[src/pkg/mixer_pkg.sv]
// Constants, field layouts and translation tables for the mixer register file.
`default_nettype none
package mixer_pkg;
    // ----------------------------------------------------------------
    // Host port offsets from legacy_port_base and the mixer index space
    // ----------------------------------------------------------------
    localparam logic [3:0] PORT_ADDR = 4'h4;
    localparam logic [3:0] PORT_DATA = 4'h5;
    localparam int NUM_REGS = 128;
    localparam logic [7:0] LAST_INDEX = 8'h7F;

    // ----------------------------------------------------------------
    // Mixer indices
    // ----------------------------------------------------------------
    localparam logic [6:0] IDX_RESET = 7'h00;
    localparam logic [6:0] IDX_LEG_AUDIO1 = 7'h04;
    localparam logic [6:0] IDX_LEG_MIC = 7'h0A;
    localparam logic [6:0] IDX_LEG_RECSRC = 7'h0C;
    localparam logic [6:0] IDX_MIC_PAN = 7'h1A;
    localparam logic [6:0] IDX_EXT_RECSRC = 7'h1C;
    localparam logic [6:0] IDX_LEG_MASTER = 7'h22;
    localparam logic [6:0] IDX_LEG_MUSIC = 7'h26;
    localparam logic [6:0] IDX_LEG_AUXA = 7'h28;
    localparam logic [6:0] IDX_LEG_LINE = 7'h2E;
    localparam logic [6:0] IDX_EXT_MASTER = 7'h32;
    localparam logic [6:0] IDX_MASTER_L = 7'h60;
    localparam logic [6:0] IDX_MASTER_R = 7'h62;
    localparam logic [6:0] IDX_EMU_CTRL = 7'h64;
    localparam logic [6:0] IDX_AUDIO2_CTRL = 7'h7A;
    localparam logic [6:0] EXT_ALIAS_BIT = 7'h10;

    // ----------------------------------------------------------------
    // Field positions and fixed values
    // ----------------------------------------------------------------
    localparam logic [7:0] LEG_STUCK_MASK = 8'h11;
    localparam int EMU_OFF_BIT = 0;
    localparam int MIXSEL_LSB = 3;
    localparam int MASTER_MUTE_BIT = 6;
    localparam logic [5:0] MASTER_DEFAULT = 6'd54;
    localparam logic [5:0] MASTER_MUTE_VOL = 6'd24;
    localparam logic [7:0] REG_RESET_VALUE = 8'h00;

    // ----------------------------------------------------------------
    // Volume emulation tables: upper band edges and write targets
    // ----------------------------------------------------------------
    localparam logic [5:0] READ_EDGE [1:15] = '{6'd24, 6'd30, 6'd34, 6'd38, 6'd42,
        6'd46, 6'd50, 6'd54, 6'd55, 6'd57, 6'd58, 6'd60, 6'd61, 6'd62, 6'd63};
    localparam logic [5:0] WRITE_VOL [0:15] = '{6'd24, 6'd24, 6'd30, 6'd34, 6'd38,
        6'd42, 6'd46, 6'd50, 6'd54, 6'd55, 6'd56, 6'd58, 6'd59, 6'd61, 6'd62, 6'd63};

    // ----------------------------------------------------------------
    // Mixer source volume registers; the first source has no record control
    // ----------------------------------------------------------------
    localparam int NUM_SRC = 8;
    localparam logic [6:0] PLAY_IDX [0:7] = '{7'h14, 7'h7C, 7'h1A, 7'h36, 7'h38,
        7'h3A, 7'h3E, 7'h6D};
    localparam logic [6:0] REC_IDX [0:7] = '{7'h00, 7'h69, 7'h68, 7'h6B, 7'h6A,
        7'h6C, 7'h6E, 7'h6F};
    localparam logic [7:0] REC_PRESENT = 8'hFE;

    // ----------------------------------------------------------------
    // Volume law: attenuation from full scale in 1.5 dB units
    // ----------------------------------------------------------------
    localparam logic [3:0] KNEE_CODE = 4'd8;
    localparam logic [3:0] MAX_CODE = 4'd15;
    localparam logic [4:0] KNEE_ATTEN = 5'd7;

    // ----------------------------------------------------------------
    // Record source selection
    // ----------------------------------------------------------------
    typedef enum logic [2:0] {
        SRC_MIC,
        SRC_CD,
        SRC_LINE,
        SRC_PLAY_MIX,
        SRC_REC_MIX
    } rec_src_t;
endpackage
`default_nettype wire

[src/core/mixer_regs.sv]
// Mixer register file reached through the legacy address and data I/O ports.
//
// Operation
// - Write index to address port, then value to data port, to update a register.
// - Write index to address port, then read data port to fetch register.
// - Software reset keeps mixer registers; any write to index 00h resets them, except 60h and 62h with emulation off.
// - Legacy volume indices store bits 0 and 4 low, read them high.
// - Extended indices 14h,32h,36h,38h,3Eh share storage with legacy volume indices.
// - Write at 0Ah sets mic mix to 00h, 55h, AAh or FFh.
// - Read at 0Ah returns mic bits 3 and 2 on bits 2 and 1, bit 0 high.
// - Index 1Ah holds mic pan: left level high nibble, right level low nibble.
// - Legacy record source 0Ch: mic, CD or line; bit 0 cleared, reads one.
// - Extended record source 1Ch selects mic, CD, line, or a mixer via 7Ah.
// - Master emulation on after reset, off by 64h bit 0; drives master counters.
// - Reads at 32h convert 6-bit master to 4 bits; 22h also forces bits 0 and 4.
// - Emulated 4-bit master write sets both channels from fixed table, 0 mutes.
// - Mixer reset with emulation active sets both master counters to 54.
// - Playback mixer eight sources, record mixer seven, 4-bit left and right each.
// - Code 0 mutes, 15 is max; 3 dB steps to 8, 1.5 dB after.
// - Software reset disconnects first channel playback input; enable-speaker reconnects.
`default_nettype none
module mixer_regs (
    // Clock and reset
    input wire logic clk_in,
    input wire logic sys_rst_in,
    // Host I/O strobes, offset from legacy_port_base
    input wire logic [3:0] io_addr_in,
    input wire logic io_wr_in,
    input wire logic io_rd_in,
    input wire logic [7:0] io_wdata_in,
    output logic [7:0] io_rdata_out,
    // Controller events
    input wire logic soft_rst_in,
    input wire logic spk_on_in,
    input wire logic spk_off_in,
    // Master volume
    output logic [5:0] master_vol_l_out,
    output logic [5:0] master_vol_r_out,
    output logic master_mute_l_out,
    output logic master_mute_r_out,
    output logic emu_on_out,
    // Record source and first channel playback gate
    output mixer_pkg::rec_src_t rec_src_out,
    output logic audio1_play_en_out,
    // Mixer gains: entry 2*source is left, 2*source+1 is right
    output logic [15:0][4:0] play_atten_out,
    output logic [15:0] play_mute_out,
    output logic [15:0][4:0] rec_atten_out,
    output logic [15:0] rec_mute_out
);

    // ----------------------------------------------------------------
    // Storage and decoded strobes
    // ----------------------------------------------------------------
    logic [7:0] regs_q [0:mixer_pkg::NUM_REGS-1];
    logic [7:0] index_q;
    logic [7:0] rdata_q;
    logic spk_en_q;
    logic [7:0] rd_val;
    logic [6:0] idx;
    logic idx_ok;
    logic wr_addr;
    logic wr_data;
    logic rd_data;
    logic emu_on;
    logic [3:0] master_nib;
    logic [5:0] master_new;

    assign idx = index_q[6:0];
    assign idx_ok = (index_q <= mixer_pkg::LAST_INDEX);
    assign wr_addr = io_wr_in && (io_addr_in == mixer_pkg::PORT_ADDR);
    assign wr_data = io_wr_in && (io_addr_in == mixer_pkg::PORT_DATA);
    assign rd_data = io_rd_in && (io_addr_in == mixer_pkg::PORT_DATA);
    assign emu_on = ~regs_q[mixer_pkg::IDX_EMU_CTRL][mixer_pkg::EMU_OFF_BIT];

    // ----------------------------------------------------------------
    // Helper functions
    // ----------------------------------------------------------------

    // Legacy volume indices that alias an extended 8-bit register.
    function automatic logic is_leg_vol(input logic [6:0] i);
        is_leg_vol = (i == mixer_pkg::IDX_LEG_AUDIO1) || (i == mixer_pkg::IDX_LEG_MUSIC) ||
                     (i == mixer_pkg::IDX_LEG_AUXA) || (i == mixer_pkg::IDX_LEG_LINE);
    endfunction

    // Legacy index 0xh/2xh maps to extended 1xh/3xh by setting bit 4.
    function automatic logic [6:0] ext_of(input logic [6:0] i);
        ext_of = i | mixer_pkg::EXT_ALIAS_BIT;
    endfunction

    // Six-bit master volume to four-bit legacy code, by band edges.
    function automatic logic [3:0] to_nibble(input logic [7:0] r);
        logic [3:0] n;
        n = 4'd15;
        for (int k = 15; k >= 1; k--) begin
            if (r[5:0] <= mixer_pkg::READ_EDGE[k]) begin
                n = 4'(k);
            end
        end
        if (r[mixer_pkg::MASTER_MUTE_BIT]) begin
            n = 4'd0;
        end
        to_nibble = n;
    endfunction

    // Volume law: 1.5 dB units below code 15, two units per step under the knee.
    function automatic logic [4:0] atten_of(input logic [3:0] c);
        if (c >= mixer_pkg::KNEE_CODE) begin
            atten_of = 5'(mixer_pkg::MAX_CODE - c);
        end else begin
            atten_of = mixer_pkg::KNEE_ATTEN + 5'({mixer_pkg::KNEE_CODE - c, 1'b0});
        end
    endfunction

    // ----------------------------------------------------------------
    // Address port
    // ----------------------------------------------------------------

    // The index is never cleared by software reset, so a driver that re-selects
    // only on change keeps working across a controller reset.
    always_ff @(posedge clk_in) begin
        if (sys_rst_in) begin
            index_q <= 8'h00;
        end else if (wr_addr) begin
            index_q <= io_wdata_in;
        end
    end

    // ----------------------------------------------------------------
    // Emulated master write value
    // ----------------------------------------------------------------

    // The legacy port uses the left field only; its bit 4 is stored low.
    always_comb begin
        if (idx == mixer_pkg::IDX_LEG_MASTER) begin
            master_nib = {io_wdata_in[7:5], 1'b0};
        end else begin
            master_nib = io_wdata_in[7:4];
        end
        master_new = mixer_pkg::WRITE_VOL[master_nib];
    end

    // ----------------------------------------------------------------
    // Register storage
    // ----------------------------------------------------------------

    // Every write lands in one backing array; aliases fold onto the extended slot
    // so both views can never disagree.
    always_ff @(posedge clk_in) begin
        if (sys_rst_in) begin
            for (int i = 0; i < mixer_pkg::NUM_REGS; i++) begin
                regs_q[i] <= mixer_pkg::REG_RESET_VALUE;
            end
            regs_q[mixer_pkg::IDX_MASTER_L] <= {2'b00, mixer_pkg::MASTER_DEFAULT};
            regs_q[mixer_pkg::IDX_MASTER_R] <= {2'b00, mixer_pkg::MASTER_DEFAULT};
        end else if (wr_data && idx_ok) begin
            if (idx == mixer_pkg::IDX_RESET) begin
                for (int i = 0; i < mixer_pkg::NUM_REGS; i++) begin
                    regs_q[i] <= mixer_pkg::REG_RESET_VALUE;
                end
                if (emu_on) begin
                    regs_q[mixer_pkg::IDX_MASTER_L] <= {2'b00, mixer_pkg::MASTER_DEFAULT};
                    regs_q[mixer_pkg::IDX_MASTER_R] <= {2'b00, mixer_pkg::MASTER_DEFAULT};
                end else begin
                    regs_q[mixer_pkg::IDX_MASTER_L] <= regs_q[mixer_pkg::IDX_MASTER_L];
                    regs_q[mixer_pkg::IDX_MASTER_R] <= regs_q[mixer_pkg::IDX_MASTER_R];
                end
            end else if (is_leg_vol(idx)) begin
                regs_q[ext_of(idx)] <= io_wdata_in & ~mixer_pkg::LEG_STUCK_MASK;
            end else if (idx == mixer_pkg::IDX_LEG_MASTER || idx == mixer_pkg::IDX_EXT_MASTER) begin
                // With emulation off only direct writes at 60h and 62h change the counters.
                if (emu_on) begin
                    regs_q[mixer_pkg::IDX_MASTER_L] <= {1'b0, master_nib == 4'd0, master_new};
                    regs_q[mixer_pkg::IDX_MASTER_R] <= {1'b0, master_nib == 4'd0, master_new};
                end
            end else if (idx == mixer_pkg::IDX_LEG_MIC) begin
                regs_q[mixer_pkg::IDX_MIC_PAN] <= {4{io_wdata_in[2:1]}};
            end else if (idx == mixer_pkg::IDX_LEG_RECSRC) begin
                regs_q[mixer_pkg::IDX_EXT_RECSRC][2:0] <= {io_wdata_in[2:1], 1'b0};
            end else begin
                regs_q[idx] <= io_wdata_in;
            end
        end
    end

    // ----------------------------------------------------------------
    // Read path
    // ----------------------------------------------------------------

    // Fixed bits of the legacy views read as one; their other unused bits read as zero.
    always_comb begin
        rd_val = 8'h00;
        if (!idx_ok || idx == mixer_pkg::IDX_RESET) begin
            rd_val = 8'h00;
        end else if (is_leg_vol(idx)) begin
            rd_val = regs_q[ext_of(idx)] | mixer_pkg::LEG_STUCK_MASK;
        end else if (idx == mixer_pkg::IDX_EXT_MASTER) begin
            rd_val = {to_nibble(regs_q[mixer_pkg::IDX_MASTER_L]),
                      to_nibble(regs_q[mixer_pkg::IDX_MASTER_R])};
        end else if (idx == mixer_pkg::IDX_LEG_MASTER) begin
            rd_val = {to_nibble(regs_q[mixer_pkg::IDX_MASTER_L]),
                      to_nibble(regs_q[mixer_pkg::IDX_MASTER_R])}
                     | mixer_pkg::LEG_STUCK_MASK;
        end else if (idx == mixer_pkg::IDX_LEG_MIC) begin
            rd_val = {5'b00000, regs_q[mixer_pkg::IDX_MIC_PAN][3:2], 1'b1};
        end else if (idx == mixer_pkg::IDX_LEG_RECSRC) begin
            rd_val = {5'b00000, regs_q[mixer_pkg::IDX_EXT_RECSRC][2:1], 1'b1};
        end else begin
            rd_val = regs_q[idx];
        end
    end

    // Read data is captured on the strobe and held until the next read.
    always_ff @(posedge clk_in) begin
        if (sys_rst_in) begin
            rdata_q <= 8'h00;
        end else if (io_rd_in && io_addr_in == mixer_pkg::PORT_ADDR) begin
            rdata_q <= index_q;
        end else if (rd_data) begin
            rdata_q <= rd_val;
        end
    end

    assign io_rdata_out = rdata_q;

    // ----------------------------------------------------------------
    // First channel playback gate
    // ----------------------------------------------------------------

    // Starts disconnected so power-up and setup pops stay out of the mix.
    always_ff @(posedge clk_in) begin
        if (sys_rst_in) begin
            spk_en_q <= 1'b0;
        end else if (spk_on_in) begin
            spk_en_q <= 1'b1;
        end else if (soft_rst_in || spk_off_in) begin
            spk_en_q <= 1'b0;
        end
    end

    assign audio1_play_en_out = spk_en_q;

    // ----------------------------------------------------------------
    // Record source decode
    // ----------------------------------------------------------------
    always_comb begin
        logic [2:0] sel;
        sel = regs_q[mixer_pkg::IDX_EXT_RECSRC][2:0];
        if (!sel[1]) begin
            rec_src_out = mixer_pkg::SRC_MIC;
        end else if (!sel[2]) begin
            rec_src_out = mixer_pkg::SRC_CD;
        end else if (!sel[0]) begin
            rec_src_out = mixer_pkg::SRC_LINE;
        end else if (regs_q[mixer_pkg::IDX_AUDIO2_CTRL][mixer_pkg::MIXSEL_LSB +: 2] == 2'b00) begin
            rec_src_out = mixer_pkg::SRC_PLAY_MIX;
        end else begin
            rec_src_out = mixer_pkg::SRC_REC_MIX;
        end
    end

    // ----------------------------------------------------------------
    // Master volume outputs
    // ----------------------------------------------------------------
    assign master_vol_l_out = regs_q[mixer_pkg::IDX_MASTER_L][5:0];
    assign master_vol_r_out = regs_q[mixer_pkg::IDX_MASTER_R][5:0];
    assign master_mute_l_out = regs_q[mixer_pkg::IDX_MASTER_L][mixer_pkg::MASTER_MUTE_BIT];
    assign master_mute_r_out = regs_q[mixer_pkg::IDX_MASTER_R][mixer_pkg::MASTER_MUTE_BIT];
    assign emu_on_out = emu_on;

    // ----------------------------------------------------------------
    // Mixer gain per source and channel
    // ----------------------------------------------------------------

    // The first playback source is forced to mute while the speaker gate is off,
    // which keeps its stored level intact for when it is reconnected.
    for (genvar s = 0; s < mixer_pkg::NUM_SRC; s++) begin : g_src
        logic [7:0] pv;
        logic [7:0] rv;
        assign pv = (s == 0 && !spk_en_q) ? 8'h00 : regs_q[mixer_pkg::PLAY_IDX[s]];
        assign rv = mixer_pkg::REC_PRESENT[s] ? regs_q[mixer_pkg::REC_IDX[s]] : 8'h00;
        assign play_atten_out[2*s] = atten_of(pv[7:4]);
        assign play_atten_out[2*s+1] = atten_of(pv[3:0]);
        assign play_mute_out[2*s] = (pv[7:4] == 4'd0);
        assign play_mute_out[2*s+1] = (pv[3:0] == 4'd0);
        assign rec_atten_out[2*s] = atten_of(rv[7:4]);
        assign rec_atten_out[2*s+1] = atten_of(rv[3:0]);
        assign rec_mute_out[2*s] = (rv[7:4] == 4'd0);
        assign rec_mute_out[2*s+1] = (rv[3:0] == 4'd0);
    end

endmodule
`default_nettype wire

[config.mk]
export PLATFORM = sky130hd
export DESIGN_NAME = mixer_regs
export DESIGN_NICKNAME = d
export VERILOG_FILES = /design/src/pkg/mixer_pkg.sv /design/src/core/mixer_regs.sv
export SDC_FILE = /design/constraint.sdc
export NUM_CORES = 2
export LEC_CHECK = 0
export ABC_AREA = 1
export BUFFER_PORTS_ARGS = -buffer_cell sky130_fd_sc_hd__buf_2
export CAP_MARGIN = 0
export CORE_UTILIZATION = 60
export CTS_CLUSTER_SIZE = 12
export DETAILED_ROUTE_END_ITERATION = 8
export HOLD_SLACK_MARGIN = 0.1
export PLACE_DENSITY = 0.82
export SKIP_LAST_GASP = 1
export SLEW_MARGIN = 20
export SYNTH_ARGS = -nofsm -noshare
export SYNTH_HDL_FRONTEND = slang
export SYNTH_SLANG_ARGS = --single-unit
export TNS_END_PERCENT = 20
[constraint.sdc]
create_clock -name clk_in -period 6.8 [get_ports clk_in]
set_input_delay 0.34 -clock clk_in [delete_from_list [all_inputs] [get_ports clk_in]]
set_output_delay 0.34 -clock clk_in [all_outputs]
set_load 0.005 [all_outputs]
==> flow_summary.toml <==
[global_routing]
grt_max_degree = 271
antenna_found_initial = 1
grt.overflow.total = 0
grt_pass1_wl_mm = 221
grt_pass1_vias = 38400
track_usage = 0.341

[die]
io_pins = 238
num_rows = 105
dieArea_um2 = 84300
core_area_um2 = 82200
die_w_um = 290
die_y_um = 290
start_util = 0.607

[synthesis]
ys.flop_type = "edfxtp_1"
synth_top_family_by_area = "simple AND/OR/NAND/NOR gates"
synth-compound-area-share = 0.0869
avgSynthCellArea_um2 = 9.39
ys_types = 42
ys_warn_count = 0
ys_ff_latch = 1048
synth_xor_xnor_area_share = 0.000176
ys_seq_area_frac = 0.626
syn_area_um2 = 49900
synth_edf_count = 1024
synthAdderAreaFrac = 0.00527
synth.mux.area_fraction = 0.000803
yosys.area_share.simple = 0.235
synthCells = 5314
async_flop_share = 0

[worst_setup_path]
cp-end-kind = "flip-flop"
timing.rr.start = "index_q[2]$_SDFFE_PP0P_"
cp_slowest_stage_delay_ns = 0.97
r2r_slack_ns = 2.61
crit_type = "reg -> reg"
rr_endpoint = "regs_q[57][1]$_SDFFCE_PN0P_"
cp-start-kind = "flip-flop"
cp_data_required_time_ns = 7.11
crit_path_top_delay_cell = "nor2_1"
crit_family = "simple AND/OR/NAND/NOR gates"
critical_path_buf_inv_count = 2
worstPathCellList = "inv_2 -> nand2_1 -> nor2_1 -> nand2_1 -> nor2_1 -> inv_2 -> nand2_1 -> nor3_2 -> nand2_1 -> nand2_1 -> nor2_1 -> nand2_1 -> nand2_1"
crit_path_frequent_cell = "nand2_1"
r2r_cells = 13
critical_path_arrival_ns = 4.50
cp_max_fo = 9

[sta]
tightest_slew_ns = 1.26
slew_viol_final = 0
fin_skew_ns = 0.0374
max_slew_margin = 0.160
rsz0062_at_grt = "false"
period_share = 0.617
hold_viol_final = 0
finalSetupViolCount = 0
fmax_mhz = 238
finalSetupTns_ns = 0
fin_crit_ns = 4.19

[clock_tree]
path_clk_slew_ns = 0.06
cts_hold_buf = 7
postCtsResizedCells = 0
cts_setup_buffers = 0
htree_levels = 3
numClockSinks = 1048
clockBufferDepth = 3
cts_tree = "done"
cts_root_buf = "clkbuf_16"
clk_latency_ns = 0.68
numCtsBuffers = 102

[place]
gp_congestion = 0.935
dp_hpwl_mm = 88.0
dpl-instance-area_um2 = 51500
numPortBuffers = 225

[layout]
syn_to_final_growth_pct = 9.40
final_common_cell = "nor2_1"
num-nets-final = 5404
final_layout_size_suffix_gt1_frac = 0.0798
final_cell_mix = "1326 x nor2_1, 1024 x edfxtp_1, 968 x nand2_1"
final_cell_area_um2 = 54600
fillers = 6168

[flow_run]
max_cap_violations = 0

[power]
p_switching_mw = 3.19
switching_share = 0.233
p_int_mw = 10.5
p_per_area_nw_per_um2 = 251
clock_power_share = 0.386
leakagePower_nw = 21.2
ir_worst_vdd_uv = 225
comb_power_share = 0.069
p_seq_frac = 0.544

[drt]
met2_wirelength_mm = 68.6
drt_iter0_drc = 6251
drtPass1Iterations = 8
antenna_left = 0
drt-met1-wl_mm = 51.1
top_layer = "met4"
routed_wl_mm = 147
wl_per_cell_um = 22.7
wl_met3_mm = 18.8
drc = 0
via_count = 41400
viasPerCell = 6.36

[min_path]
min_path_cells = 3
hold_start = "io_wdata_in[0]"
hold_class = "in -> reg"

[run_status]
status = "finished, final reports clean"
## Yosys cell counts, drive strengths merged, types with 10 or more instances
library cell | number | share of area
a21oi | 153 | 0.015
ha | 21 | 0.0053
buf | 58 | 0.0064
o21a | 10 | 0.0015
nor2 | 1345 | 0.10
o221ai | 55 | 0.0097
o22ai | 14 | 0.0018
inv | 166 | 0.012
dfxtp | 24 | 0.0096
o21ai | 410 | 0.041
nor4 | 15 | 0.0020
nand3 | 553 | 0.055
a22oi | 10 | 0.0015
edfxtp | 1024 | 0.62
nor3 | 10 | 0.0012
o211ai | 95 | 0.014
nand2 | 972 | 0.073
clkbuf | 343 | 0.026
## worst register-to-register path, stage by stage, from the launching register on
cell     delay, ns
dfxtp_1       0.36
inv_2         0.12
nand2_1       0.12
nor2_1        0.24
nand2_1       0.11
nor2_1        0.29
inv_2         0.11
nand2_1       0.20
nor3_2        0.12
nand2_1       0.14
nand2_1       0.19
nor2_1        0.97
nand2_1       0.46
nand2_1       0.43
## worst max-delay path by stage
stage	slack, ns	cells after the start	end	from
floorplan	4.23	13	regs_q[11][0]$_SDFFCE_PN0P_	index_q[6]$_SDFFE_PP0P_
global route	2.45	13	regs_q[62][6]$_SDFFCE_PN0P_	index_q[2]$_SDFFE_PP0P_
detailed placement	2.82	13	regs_q[62][1]$_SDFFCE_PN0P_	index_q[2]$_SDFFE_PP0P_
CTS	2.81	13	regs_q[62][6]$_SDFFCE_PN0P_	index_q[2]$_SDFFE_PP0P_
finish	2.61	13	regs_q[57][1]$_SDFFCE_PN0P_	index_q[2]$_SDFFE_PP0P_
global placement	2.95	13	regs_q[57][4]$_SDFFCE_PN0P_	index_q[2]$_SDFFE_PP0P_
## stage by stage
stage               utilization  setup slack [ns]  total power [mW]  hold slack, ns  std cells
floorplan                     -              4.23              8.13           0.412       5396
CTS                       0.663              2.81              13.6           0.140       6496
detailed placement        0.626              2.82              8.50           0.525       6322
finish                    0.664              2.61              13.7           0.164       6501
global placement          0.626              2.95              8.47           0.523       6322
global route              0.663              2.45              14.0           0.153       6497
## layout make-up
cell class	instances	area (um2)	share of cell area
diodes	4	10.0	0.000183
clock buffers	151	2880	0.0527
clock inverters	16	115	0.00211
inverters	172	681	0.0125
multi-input cells	3775	16800	0.308
flip-flops and latches	1048	31200	0.572
well taps	1070	1340	0.0245
repair buffers	265	1530	0.0280
## power by group through the flow
stage | sequential [mW] | combinational, mW | clock [mW]
finish | 7.46 | 0.952 | 5.29
global route | 7.48 | 1.02 | 5.49
CTS | 7.45 | 0.922 | 5.24
detailed placement | 7.59 | 0.913 | 0
global placement | 7.58 | 0.891 | 0
floorplan | 7.53 | 0.602 | 0
## state kept, by name, summed over array words and instances, names as in the netlist, named ones only
| signal | flops |
|---|---|
| io_rdata_out | 8 |
| regs_q | 1024 |
| audio1_play_en_out | 1 |
| index_q | 8 |
## kinds of logic (layout without fill, tap and decap cells)
kind of cell | count (synthesis) | in the layout
buffers and inverters | 573 | 604
multiplexers | 4 | 4
adder cells (fa/ha/maj) | 21 | 21
other | 2 | 88
XOR/XNOR | 1 | 1
flip-flops | 1048 | 1048
AND/OR/NAND/NOR | 2907 | 2907
AO/OA/AOI/OAI | 758 | 758
## layer usage
| metal | vias to the layer above | global-route usage |
|---|---|---|
| li1 | 18200 | - |
| met1 | 19300 | 0.440 |
| met2 | 3230 | 0.540 |
| met3 | 553 | 0.0662 |
| met4 | 0 | 0.201 |
| met5 | - | 0 |
Power figures use the tool's default switching activity.
